[config.mk]
export PLATFORM = sky130hd
export DESIGN_NAME = static_mac_forwarding_table
export DESIGN_NICKNAME = d
export VERILOG_FILES = /design/src/design/static_table_pkg.sv /design/src/design/lookup_key_if.sv /design/src/design/static_entry_match.sv /design/src/design/static_mac_forwarding_table.sv
export SDC_FILE = /design/constraint.sdc
export NUM_CORES = 2
export LEC_CHECK = 0
export ABC_CLOCK_PERIOD_IN_PS = 29000
export BUFFER_PORTS_ARGS = -buffer_cell sky130_fd_sc_hd__clkbuf_2
export CORE_AREA = 2 2 273 275
export CTS_CLUSTER_SIZE = 28
export DETAILED_ROUTE_END_ITERATION = 8
export DIE_AREA = 0 0 275 277
export PLACE_DENSITY = 0.67
export SYNTH_ARGS = -nofsm -noshare
export SYNTH_HDL_FRONTEND = slang
export SYNTH_HIERARCHICAL = 1
export SYNTH_SLANG_ARGS = --single-unit
[constraint.sdc]
create_clock -name i_clk -period 29 [get_ports i_clk]
set_input_delay 8.7 -clock i_clk [delete_from_list [all_inputs] [get_ports i_clk]]
set_output_delay 8.7 -clock i_clk [all_outputs]
set_load 0.01 [all_outputs]
[src/design/static_table_pkg.sv]
// constants shared by the static address table and its entry matchers
package static_table_pkg;
	localparam int NUM_ENTRIES = 8;
	localparam int IDX_W = 3;
	localparam int ENTRY_W = 58;
	localparam int BUF_W = 64;
	localparam int NUM_PORTS = 3;
	localparam int PORT_NUM_W = 2;
	localparam int MAC_W = 48;
	localparam int GROUP_W = 4;
	localparam int BYTE_W = 8;

	// entry field layout
	localparam int GROUP_HI = 57;
	localparam int GROUP_LO = 54;
	localparam int MATCH_GROUP_BIT = 53;
	localparam int OVERRIDE_BIT = 52;
	localparam int VALID_BIT = 51;
	localparam int PORTS_HI = 50;
	localparam int PORTS_LO = 48;
	localparam int MAC_HI = 47;
	localparam int MAC_LO = 0;
	localparam logic [NUM_PORTS-1:0] PORTS_ALL = 3'h7;
	localparam logic [ENTRY_W-1:0] ENTRY_RESET = 58'h0;

	// register addresses
	localparam logic [7:0] ADDR_TBL_CTRL = 8'h79;
	localparam logic [7:0] ADDR_TBL_TRIG = 8'h7A;
	localparam logic [7:0] ADDR_DATA_FIRST = 8'h7C;
	localparam logic [7:0] ADDR_DATA_LAST = 8'h83;
	localparam logic [7:0] ADDR_BAD_VLAN = 8'hC6;

	// table control register fields
	localparam int CTRL_READ_BIT = 4;
	localparam int TBL_SEL_HI = 3;
	localparam int TBL_SEL_LO = 2;
	localparam logic [1:0] TBL_SEL_STATIC = 2'h0;
	localparam logic [7:0] CTRL_RESET = 8'h00;
	localparam logic [7:0] CTRL_WR_MASK = 8'h1F;

	// invalid vlan forwarding register fields
	localparam int BAD_VLAN_HI = 6;
	localparam int BAD_VLAN_LO = 4;
	localparam logic [NUM_PORTS-1:0] BAD_VLAN_RESET = 3'h0;
	localparam logic [BUF_W-1:0] BUF_RESET = 64'h0;
endpackage

[src/design/lookup_key_if.sv]
// lookup key carried from the table to each entry matcher
interface lookup_key_if;
	logic [static_table_pkg::MAC_W-1:0] mac;
	logic [static_table_pkg::GROUP_W-1:0] group;
	modport drive (output mac, output group);
	modport watch (input mac, input group);
endinterface

[src/design/static_entry_match.sv]
// compares one static entry against the lookup key
module static_entry_match
(
	lookup_key_if.watch key,
	input wire logic [static_table_pkg::ENTRY_W-1:0] i_entry,
	output logic o_hit
);
	logic mac_eq;
	logic group_eq;

	assign mac_eq = (i_entry[static_table_pkg::MAC_HI:static_table_pkg::MAC_LO] == key.mac);
	assign group_eq = (i_entry[static_table_pkg::GROUP_HI:static_table_pkg::GROUP_LO] == key.group);
	// group joins the key only when the entry asks for it
	// an entry without its valid bit never hits
	assign o_hit = i_entry[static_table_pkg::VALID_BIT] && mac_eq
		&& (!i_entry[static_table_pkg::MATCH_GROUP_BIT] || group_eq);
endmodule // static_entry_match

[src/design/static_mac_forwarding_table.sv]
// static mac address table of a three-port switch and its forwarding decision
// What this block does
// - a destination lookup consults both the static table and the dynamic table result before deciding.
// - a source lookup uses the dynamic table alone, the static table takes no part.
// - when the destination hits in both tables, the static result wins.
// - the device never removes or ages static entries; only the host and reset change them.
// - each entry holds a four-bit filter group above a 48-bit mac, the group resetting to zero.
// - entry bit 53 set makes the lookup compare group plus mac, clear compares mac alone.
// - entry bit 52 set lets matching frames pass despite disabled port transmit or receive.
// - an entry is used only when bit 51 is set, and that bit resets to zero.
// - entry bits 50 to 48 are the destination port mask, lowest bit port one.
// - a mask of all ones sends the frame to every port except its ingress port.
// - frames with an invalid vlan id go to the ports in the three-bit mask at bits 6 to 4 of 0xC6.
module static_mac_forwarding_table
(
	input wire logic i_clk,
	input wire logic i_rst,
	// management register port
	input wire logic [7:0] i_reg_addr,
	input wire logic i_reg_wr,
	input wire logic [7:0] i_reg_wdata,
	input wire logic i_reg_rd,
	output logic [7:0] o_reg_rdata,
	output logic o_reg_rvalid,
	// lookup request
	input wire logic i_lk_valid,
	input wire logic i_lk_source,
	input wire logic [static_table_pkg::MAC_W-1:0] i_lk_mac,
	input wire logic [static_table_pkg::GROUP_W-1:0] i_lk_group,
	input wire logic [static_table_pkg::PORT_NUM_W-1:0] i_lk_ingress,
	input wire logic i_lk_bad_vlan,
	input wire logic i_dyn_hit,
	input wire logic [static_table_pkg::NUM_PORTS-1:0] i_dyn_ports,
	// forwarding decision
	output logic o_fwd_valid,
	output logic [static_table_pkg::NUM_PORTS-1:0] o_fwd_ports,
	output logic o_fwd_static_hit,
	output logic o_fwd_override,
	output logic o_fwd_miss
);
	logic [static_table_pkg::ENTRY_W-1:0] table_mem [static_table_pkg::NUM_ENTRIES];
	logic [static_table_pkg::BUF_W-1:0] data_buf;
	logic [7:0] tbl_ctrl;
	logic [static_table_pkg::NUM_PORTS-1:0] bad_vlan_forward_mask;

	logic trig_wr;
	logic static_sel;
	logic table_write;
	logic table_read;
	logic [static_table_pkg::IDX_W-1:0] trig_idx;
	logic data_wr;
	logic [static_table_pkg::IDX_W-1:0] data_byte;
	logic [static_table_pkg::IDX_W-1:0] rd_byte;

	logic s1_valid;
	logic s1_source;
	logic s1_bad_vlan;
	logic [static_table_pkg::NUM_PORTS-1:0] s1_ingress_oh;
	logic s1_dyn_hit;
	logic [static_table_pkg::NUM_PORTS-1:0] s1_dyn_ports;

	logic [static_table_pkg::NUM_ENTRIES-1:0] entry_hit;
	logic any_hit;
	logic [static_table_pkg::IDX_W-1:0] hit_idx;
	logic [static_table_pkg::ENTRY_W-1:0] hit_entry;
	logic [static_table_pkg::NUM_PORTS-1:0] hit_ports;
	logic [static_table_pkg::NUM_PORTS-1:0] next_static_ports;

	lookup_key_if key_bus ();

	// host access decode
	assign trig_wr = i_reg_wr && (i_reg_addr == static_table_pkg::ADDR_TBL_TRIG);
	assign static_sel = (tbl_ctrl[static_table_pkg::TBL_SEL_HI:static_table_pkg::TBL_SEL_LO]
		== static_table_pkg::TBL_SEL_STATIC);
	assign trig_idx = i_reg_wdata[static_table_pkg::IDX_W-1:0];
	// apart from reset, only the host trigger ever alters an entry
	assign table_write = trig_wr && static_sel && !tbl_ctrl[static_table_pkg::CTRL_READ_BIT];
	assign table_read = trig_wr && static_sel && tbl_ctrl[static_table_pkg::CTRL_READ_BIT];
	assign data_wr = i_reg_wr && (i_reg_addr >= static_table_pkg::ADDR_DATA_FIRST)
		&& (i_reg_addr <= static_table_pkg::ADDR_DATA_LAST);
	assign data_byte = static_table_pkg::IDX_W'(i_reg_addr - static_table_pkg::ADDR_DATA_FIRST);
	assign rd_byte = data_byte;

	// table control register
	always_ff @(posedge i_clk or posedge i_rst)
	begin
		if (i_rst)
		begin
			tbl_ctrl <= static_table_pkg::CTRL_RESET;
		end
		else if (i_reg_wr && (i_reg_addr == static_table_pkg::ADDR_TBL_CTRL))
		begin
			tbl_ctrl <= i_reg_wdata & static_table_pkg::CTRL_WR_MASK;
		end
	end

	// invalid vlan forwarding mask
	always_ff @(posedge i_clk or posedge i_rst)
	begin
		if (i_rst)
		begin
			bad_vlan_forward_mask <= static_table_pkg::BAD_VLAN_RESET;
		end
		else if (i_reg_wr && (i_reg_addr == static_table_pkg::ADDR_BAD_VLAN))
		begin
			bad_vlan_forward_mask <= i_reg_wdata[static_table_pkg::BAD_VLAN_HI:static_table_pkg::BAD_VLAN_LO];
		end
	end

	// staging buffer behind the eight data registers; bits above the entry stay zero
	always_ff @(posedge i_clk or posedge i_rst)
	begin
		if (i_rst)
		begin
			data_buf <= static_table_pkg::BUF_RESET;
		end
		else if (table_read)
		begin
			data_buf <= static_table_pkg::BUF_W'(table_mem[trig_idx]);
		end
		else if (data_wr)
		begin
			data_buf[(static_table_pkg::NUM_ENTRIES - 1 - int'(data_byte)) * static_table_pkg::BYTE_W
				+: static_table_pkg::BYTE_W] <= i_reg_wdata;
			data_buf[static_table_pkg::BUF_W-1:static_table_pkg::ENTRY_W] <= '0;
		end
	end

	// entry storage: reset clears group and valid, no aging path exists
	always_ff @(posedge i_clk or posedge i_rst)
	begin
		if (i_rst)
		begin
			for (int i = 0; i < static_table_pkg::NUM_ENTRIES; i++)
			begin
				table_mem[i] <= static_table_pkg::ENTRY_RESET;
			end
		end
		else if (table_write)
		begin
			table_mem[trig_idx] <= data_buf[static_table_pkg::ENTRY_W-1:0];
		end
	end

	// register read path, answered one cycle after the strobe
	always_ff @(posedge i_clk or posedge i_rst)
	begin
		if (i_rst)
		begin
			o_reg_rdata <= 8'h00;
			o_reg_rvalid <= 1'b0;
		end
		else
		begin
			o_reg_rvalid <= i_reg_rd;
			if (i_reg_rd)
			begin
				if (i_reg_addr == static_table_pkg::ADDR_TBL_CTRL)
				begin
					o_reg_rdata <= tbl_ctrl;
				end
				else if (i_reg_addr == static_table_pkg::ADDR_BAD_VLAN)
				begin
					o_reg_rdata <= 8'h00;
					o_reg_rdata[static_table_pkg::BAD_VLAN_HI:static_table_pkg::BAD_VLAN_LO]
						<= bad_vlan_forward_mask;
				end
				else if ((i_reg_addr >= static_table_pkg::ADDR_DATA_FIRST)
					&& (i_reg_addr <= static_table_pkg::ADDR_DATA_LAST))
				begin
					o_reg_rdata <= data_buf[(static_table_pkg::NUM_ENTRIES - 1 - int'(rd_byte))
						* static_table_pkg::BYTE_W +: static_table_pkg::BYTE_W];
				end
				else
				begin
					o_reg_rdata <= 8'h00;
				end
			end
		end
	end

	// lookup stage one: capture the request and drive the key to the matchers
	always_ff @(posedge i_clk or posedge i_rst)
	begin
		if (i_rst)
		begin
			s1_valid <= 1'b0;
			s1_source <= 1'b0;
			s1_bad_vlan <= 1'b0;
			s1_ingress_oh <= '0;
			s1_dyn_hit <= 1'b0;
			s1_dyn_ports <= '0;
			key_bus.mac <= '0;
			key_bus.group <= '0;
		end
		else
		begin
			s1_valid <= i_lk_valid;
			if (i_lk_valid)
			begin
				s1_source <= i_lk_source;
				s1_bad_vlan <= i_lk_bad_vlan;
				s1_ingress_oh <= static_table_pkg::NUM_PORTS'(1) << i_lk_ingress;
				s1_dyn_hit <= i_dyn_hit;
				s1_dyn_ports <= i_dyn_ports;
				key_bus.mac <= i_lk_mac;
				key_bus.group <= i_lk_group;
			end
		end
	end

	// every entry compared in parallel
	for (genvar g = 0; g < static_table_pkg::NUM_ENTRIES; g++)
	begin : g_match
		static_entry_match u_match
		(
			.key (key_bus.watch),
			.i_entry (table_mem[g]),
			.o_hit (entry_hit[g])
		);
	end

	// lowest-numbered hit wins: scan downward so the lowest assignment stands last
	always_comb
	begin
		hit_idx = '0;
		for (int i = static_table_pkg::NUM_ENTRIES - 1; i >= 0; i--)
		begin
			if (entry_hit[i])
			begin
				hit_idx = static_table_pkg::IDX_W'(i);
			end
		end
	end

	assign any_hit = |entry_hit;
	assign hit_entry = table_mem[hit_idx];
	assign hit_ports = hit_entry[static_table_pkg::PORTS_HI:static_table_pkg::PORTS_LO];

	// all-ones mask floods to everything but the ingress port
	always_comb
	begin
		if (hit_ports == static_table_pkg::PORTS_ALL)
		begin
			next_static_ports = static_table_pkg::PORTS_ALL & ~s1_ingress_oh;
		end
		else
		begin
			next_static_ports = hit_ports;
		end
	end

	// lookup stage two: the forwarding decision
	always_ff @(posedge i_clk or posedge i_rst)
	begin
		if (i_rst)
		begin
			o_fwd_valid <= 1'b0;
			o_fwd_ports <= '0;
			o_fwd_static_hit <= 1'b0;
			o_fwd_override <= 1'b0;
			o_fwd_miss <= 1'b0;
		end
		else
		begin
			o_fwd_valid <= s1_valid;
			if (s1_valid)
			begin
				if (s1_bad_vlan)
				begin
					o_fwd_ports <= bad_vlan_forward_mask;
					o_fwd_static_hit <= 1'b0;
					o_fwd_override <= 1'b0;
					o_fwd_miss <= 1'b0;
				end
				else if (s1_source)
				begin
					// source lookups ignore the static table entirely
					o_fwd_ports <= s1_dyn_ports;
					o_fwd_static_hit <= 1'b0;
					o_fwd_override <= 1'b0;
					o_fwd_miss <= !s1_dyn_hit;
				end
				else if (any_hit)
				begin
					// static result overrides any dynamic hit
					o_fwd_ports <= next_static_ports;
					o_fwd_static_hit <= 1'b1;
					o_fwd_override <= hit_entry[static_table_pkg::OVERRIDE_BIT];
					o_fwd_miss <= 1'b0;
				end
				else if (s1_dyn_hit)
				begin
					o_fwd_ports <= s1_dyn_ports;
					o_fwd_static_hit <= 1'b0;
					o_fwd_override <= 1'b0;
					o_fwd_miss <= 1'b0;
				end
				else
				begin
					// miss in both tables: caller falls back to vlan membership
					o_fwd_ports <= '0;
					o_fwd_static_hit <= 1'b0;
					o_fwd_override <= 1'b0;
					o_fwd_miss <= 1'b1;
				end
			end
		end
	end
endmodule // static_mac_forwarding_table

# --- Yosys cells after proc, flatten, opt, wreduce, memory -nomap -nowiden ---
# Index checks and enable logic that the tools add are counted.
word_totals:
  input_bits: 81
  ramBits: 0
  romBits: 0
  latch_bits: 0
  ff_bits: 614
  output_inout_bits: 16
  mem_count: 0
  wordCells: 146
classes:
  add_sub_neg: 3
  n_div: 0
  shift: 4
  n_mul: 0
  bitwise_logic: 3
  n_eq_ne: 20
  reduce_logical: 47
  n_lt_le_gt_ge: 5
  muxes: 38
op_table:
  columns: ["operator", "n"]
  rows:
  - ["$bwmux W464", 1]
  - ["$eq A48 B48 Y1", 8]
  - ["$bmux W58 S3", 2]
  - ["$demux W58 S3", 1]
  - ["$mux W58", 3]
  - ["$mux W64", 2]
  - ["$mux W53", 2]
  - ["$bwmux W64", 1]
  - ["$shift A8 B33 Y64 const A", 1]
  - ["$shiftx A64 B7 Y8", 1]
  - ["$shiftx A8 B33 Y64", 1]
  - ["$mux W3", 13]
  - ["$neg A7 Y33", 1]
  - ["$eq A4 B4 Y1", 8]
  - ["$logic_and A1 B1 Y1", 26]
  - ["$mux W8", 3]
  - ["$eq A8 B7 Y1 const B", 2]
  - ["$logic_not A1 Y1", 10]
  - ["$mux W1", 10]
  - ["$eq A8 B8 Y1 const B", 1]
  - ["$ge A4 B4 Y1 const B", 2]
  - ["$ge A8 B7 Y1 const B", 1]
  - ["$le A8 B8 Y1 const B", 1]
  - ["$logic_or A1 B1 Y1", 8]
  - ["other kinds (10)", 11]

# --- Longest topological paths before layout ---
logic_depth:
  depth_word: 20
  depth_mapped: 12
  depth_no_buf: 11

# --- Cells and area by module ---
# The synthesis kept the hierarchy.
modules_own_cells:
  columns: ["module", "area_per_inst_um2", "n_inst", "seq_area_each_um2", "cells_per_inst"]
  rows:
  - ["static_mac_forwarding_table", 27910.5, 1, 15214.6, 1977]
  - ["static_entry_match", 581.8, 8, 0.0, 72]

# --- Least setup slack after synthesis ---
# No wires, ideal clock.
synth_timing:
  path_kind: "input to register"
  start: "input i_reg_addr[0]"
  end: "register table_mem[0] in the netlist's numbering"
  path_slack_ps: 18012
  t_required_ps: 28875
  setup_ps: 125
  stages: 12
  arrival_time_ps: 10863
  n_path_buf: 4
  path_cell_list: "buf_2 inv_1 ha_1 nor4bb_1 and4_1 and2b_1 and2_1 and3_1 clkbuf_1 buf_2 buf_6 mux2_2"
synth_between:
  elab_chain_cells: 4
synth_lines:
  columns: ["item", "line", "text"]
  rows:
  - ["start: declaration", "static_mac_forwarding_table.sv:19", "input wire logic [7:0] i_reg_addr,"]
  - ["$eq A8 B7 Y1", "static_mac_forwarding_table.sv:72", "assign trig_wr = i_reg_wr && (i_reg_addr == static_table_pkg::ADDR_TBL_TRIG);"]
  - ["$logic_and A1 B1 Y1", "static_mac_forwarding_table.sv:72", null]
  - ["$logic_and A1 B1 Y1 (2 in series)", "static_mac_forwarding_table.sv:77", "assign table_write = trig_wr && static_sel && !tbl_ctrl[static_table_pkg::CTRL_READ_BIT];"]
  - ["end signal: indexed assignment", "static_mac_forwarding_table.sv:136", "table_mem[i] <= static_table_pkg::ENTRY_RESET;"]
  - ["end signal: indexed assignment", "static_mac_forwarding_table.sv:141", "table_mem[trig_idx] <= data_buf[static_table_pkg::ENTRY_W-1:0];"]
  - ["end: declaration", "static_mac_forwarding_table.sv:41", "logic [static_table_pkg::ENTRY_W-1:0] table_mem [static_table_pkg::NUM_ENTRIES];"]
# No other way between the ends.
# A chain may end at the register's enable or synchronous reset.

# --- Worst setup path in the final report ---
layout_timing:
  start: "input i_reg_addr[0]"
  end: "register table_mem[355] in the netlist's numbering"
# Same word-level chain as after synthesis.

==> metrics.md <==
| Metric | Value |
|---|---|
| Status | complete, no violations |
| EDFF count, synth | 0 |
| Worst R2R Setup Slack | 24,360 ps |
| Vias in the first global route | 22,470 |
| ANT nets after route | 0 |
| Mapped Nets | 2,640 |
| Final setup viols | 0 |
| Yosys warning count | 6 |
| Final Max Slew Viols | 0 |
| Final TNS setup | 0 ps |
| Clock network latency to the later pin of the worst-skew pair | 610 ps |
| Worst hold start | tbl_ctrl[1] |
| TritonCTS Buffers | 68 |
| Gates resized, CTS repair | 0 |
| CP required | 29,480 ps |
| Fin nets | 2,650 |
| CTS Hold Buffers Added | 0 |
| Largest stage delay, worst path | 600 ps |
| DP HPWL | 64.46 mm |
| CP Launch Type | input port |
| Pre-antenna DRT Iters | 5 |
| Final hold vios | 0 |
| Asr flop ratio synth | 100.0% |
| CP Launch Point | i_reg_addr[0] |
| Pleak | 17.16 nW |
| Setup Skew | 25.85 ps |
| CP Max Fanout | 32 |
| Grt total ovfl | 0 |
| Clock Pin Slew Worst Setup and Hold Paths | 60 ps |
| Die area | 76,180 µm² |
| Final instance area | 35,920 µm² |
| Worst Setup Path Type | input port to flop |
| Post-Syn Instances | 2,553 |
| Initial drt markers | 1,914 |
| Critical Path Sink Type | flop |
| Largest net degree at the start of global routing | 131 |
| Starting Density | 44.26% |
| Predominant post-synthesis flop cell | dfrtp_1 |
| Vias per cell | 6.030 |
| MaxCap Viol Count | 0 |
| M1 WL | 41.30 mm |
| Port bufs | 96 |
| CTS root buffer | clkbuf_16 |
| DRC errors left | 0 |
| Postcts setup bufs | 0 |
| Vias | 21,560 |
| Worst vdd ir | 41.89 µV |
| Avg Cell Area, Syn | 12.76 µm² |
| Critical path, cell by cell | clkbuf_2, inv_1, ha_1, nor4bb_1, and4_1, and2b_1, and2_1, nand2_4, buf_4, mux2_2 |
| Htree depth | 3 |
| DP Area | 33,720 µm² |
| Worst relative slew slack | 24.84% |
| Chip width | 275 µm |
| Longest Clk Path Bufs | 3 |
| Worst Tran Pin Value | 1127 ps |
| FMAX | 86.73 MHz |
| Tmin final | 11,530 ps |
| RSZ-0062 raised after global routing | no |
| Cell Pwr Density | 53.16 nW/µm² |
| Arrival time at the worst endpoint | 12,010 ps |
| Share of cells above drive strength 1 | 35.30% |
| R2R Path Start | key_bus.group[2] |
| Layout area overhead | 10.30% |
| DR WL met3 | 5.889 mm |
| Initial antenna violation count | 2 |
| Chip height | 277 µm |
| Top sig layer | met5 |
| First-pass GRT wire length | 144.4 mm |
| Type of the most critical hold path | flop to flop |
| Final period util | 39.76% |
| Num rows | 100 |
| Routability cong. | 0.9354 |
| Ports | 97 |
| Slowest-stage cell, CP | buf_4 |
| Post-synthesis sequential area ratio | 46.72% |
| Met2 routed WL | 44.21 mm |
| Yosys cell types | 68 |
| Routed wire length | 95.03 mm |
| Clock sink count | 608 |
| Synthesized area | 32,560 µm² |
| CTS tree | done |
| GRT Total Usage | 25.11% |
| Post-DR wirelength/cell | 26.57 µm |
| Core Footprint | 73,570 µm² |
| Seq cells post-synth | 608 |
## power by group
group	internal (mW)	total (mW)	switching [mW]
clock	0.515	0.867	0.352
combinational	0.0558	0.134	0.0787
sequential	0.862	0.909	0.0466
## flip-flops by register name, summed over array words and instances, names as in the netlist
| signal | count |
|---|---|
| o_fwd_ports | 3 |
| s1_valid | 1 |
| key_bus.mac | 48 |
| tbl_ctrl | 5 |
| key_bus.group | 4 |
| s1_source | 1 |
| data_buf | 58 |
| o_reg_rvalid | 1 |
| s1_ingress_oh | 3 |
| o_fwd_override | 1 |
| o_fwd_static_hit | 1 |
| s1_dyn_hit | 1 |
| bad_vlan_forward_mask | 3 |
| o_fwd_valid | 1 |
| o_fwd_miss | 1 |
| o_reg_rdata | 8 |
| table_mem | 464 |
| s1_bad_vlan | 1 |
| s1_dyn_ports | 3 |
## Yosys cell counts (6+ instances only)
| library cell | count | area share [%] |
|---|---|---|
| a2111oi_0 | 8 | 0.22 |
| a2111oi_1 | 8 | 0.25 |
| a211o_1 | 6 | 0.16 |
| a211oi_1 | 18 | 0.41 |
| a21oi_1 | 39 | 0.60 |
| a22oi_1 | 6 | 0.14 |
| a31oi_1 | 15 | 0.29 |
| and2_1 | 6 | 0.12 |
| and3_1 | 31 | 0.60 |
| and3_2 | 6 | 0.14 |
| and4_1 | 7 | 0.19 |
| buf_1 | 38 | 0.44 |
| buf_2 | 56 | 0.86 |
| buf_4 | 8 | 0.18 |
| clkbuf_1 | 74 | 0.85 |
| dfrtp_1 | 608 | 47 |
| ha_1 | 6 | 0.23 |
| inv_1 | 30 | 0.35 |
| mux2_2 | 533 | 18 |
| mux2i_1 | 28 | 0.86 |
| mux4_2 | 125 | 8.6 |
| nand2_1 | 107 | 1.2 |
| nand3_1 | 22 | 0.34 |
| nand4_1 | 33 | 0.63 |
| nor2_1 | 92 | 1.1 |
| nor2b_1 | 8 | 0.15 |
| nor3_1 | 18 | 0.28 |
| nor4_1 | 81 | 1.6 |
| nor4_2 | 8 | 0.31 |
| o21ai_0 | 29 | 0.45 |
| o22ai_1 | 13 | 0.25 |
| o2bb2ai_1 | 11 | 0.30 |
| o41ai_1 | 9 | 0.24 |
| xnor2_1 | 16 | 0.43 |
| xor2_1 | 384 | 10 |
## cell families (layout without fill, tap and decap cells)
group | Yosys count | after routing | share of synthesized area, %
buf+inv | 214 | 267 | 2.889
mux | 686 | 686 | 27.94
xor+xnor | 400 | 400 | 10.76
other cells | 0 | 1 | 0
simple gates | 446 | 446 | 7.323
flops | 608 | 608 | 46.72
fa+ha+maj | 6 | 6 | 0.2305
compound gates | 193 | 193 | 4.142
## cell usage in the layout, fill, tap and decap left out, types with 11 or more instances in the layout
master,n
a211oi_1,18
a21oi_1,39
a31oi_1,15
and3_1,30
buf_4,31
clkbuf_1,14
clkbuf_16,71
clkbuf_2,92
clkbuf_8,18
dfrtp_1,608
inv_1,28
mux2_2,533
mux2i_1,28
mux4_2,125
nand2_1,105
nand3_1,21
nand4_1,33
nor2_1,91
nor3_1,18
nor4_1,81
o21ai_0,29
o22ai_1,13
o2bb2ai_1,11
xnor2_1,16
xor2_1,384
## worst max-delay path: cells and delay by family
kind | cells | cell delay (ps)
fa+ha+maj | 1 | 270
buf+inv | 3 | 1330
mux | 1 | 400
simple gates | 5 | 1260
## per-stage QoR
stage	util (%)	cells	setup WS [ps]	power [mW]	hold WS [ps]
after detailed placement	45.83	3462	16870	1.058	490.6
final	48.82	3576	17470	1.910	512.5
after CTS	48.82	3575	17510	1.927	503.1
after global placement	45.83	3462	16950	1.055	466.0
after floorplan	-	2553	3278	1.005	373.1
after global routing	48.82	3575	17320	1.975	536.4
## metal layers
layer,GRT usage [%],vias up
met1,35.05,11400
met2,39.08,694
met4,10.27,4
li1,-,9274
met3,3.937,188
met5,0,-
## worst paths after layout
| path | end | cells after the start |
|---|---|---|
| setup reg to reg | o_fwd_override | 9 |
| max in group asynchronous | key_bus.mac[8] | 4 |
| hold / removal | tbl_ctrl[1] | 2 |
| hold reg to reg | tbl_ctrl[1] | 2 |
| setup / recovery | table_mem[355] | 10 |
| min in group asynchronous | table_mem[224] | 2 |
## cell type report
class	count	area (µm²)
multi-input combinational	1731	16460
antenna	1	2.502
sequential	608	15210
fill	6376	37650
tap	969	1212
inverter	30	120.1
clock inverter	11	136.4
timing repair buffer	124	706.9
clock buffer	102	2063
(Power assumes the default switching activity.)
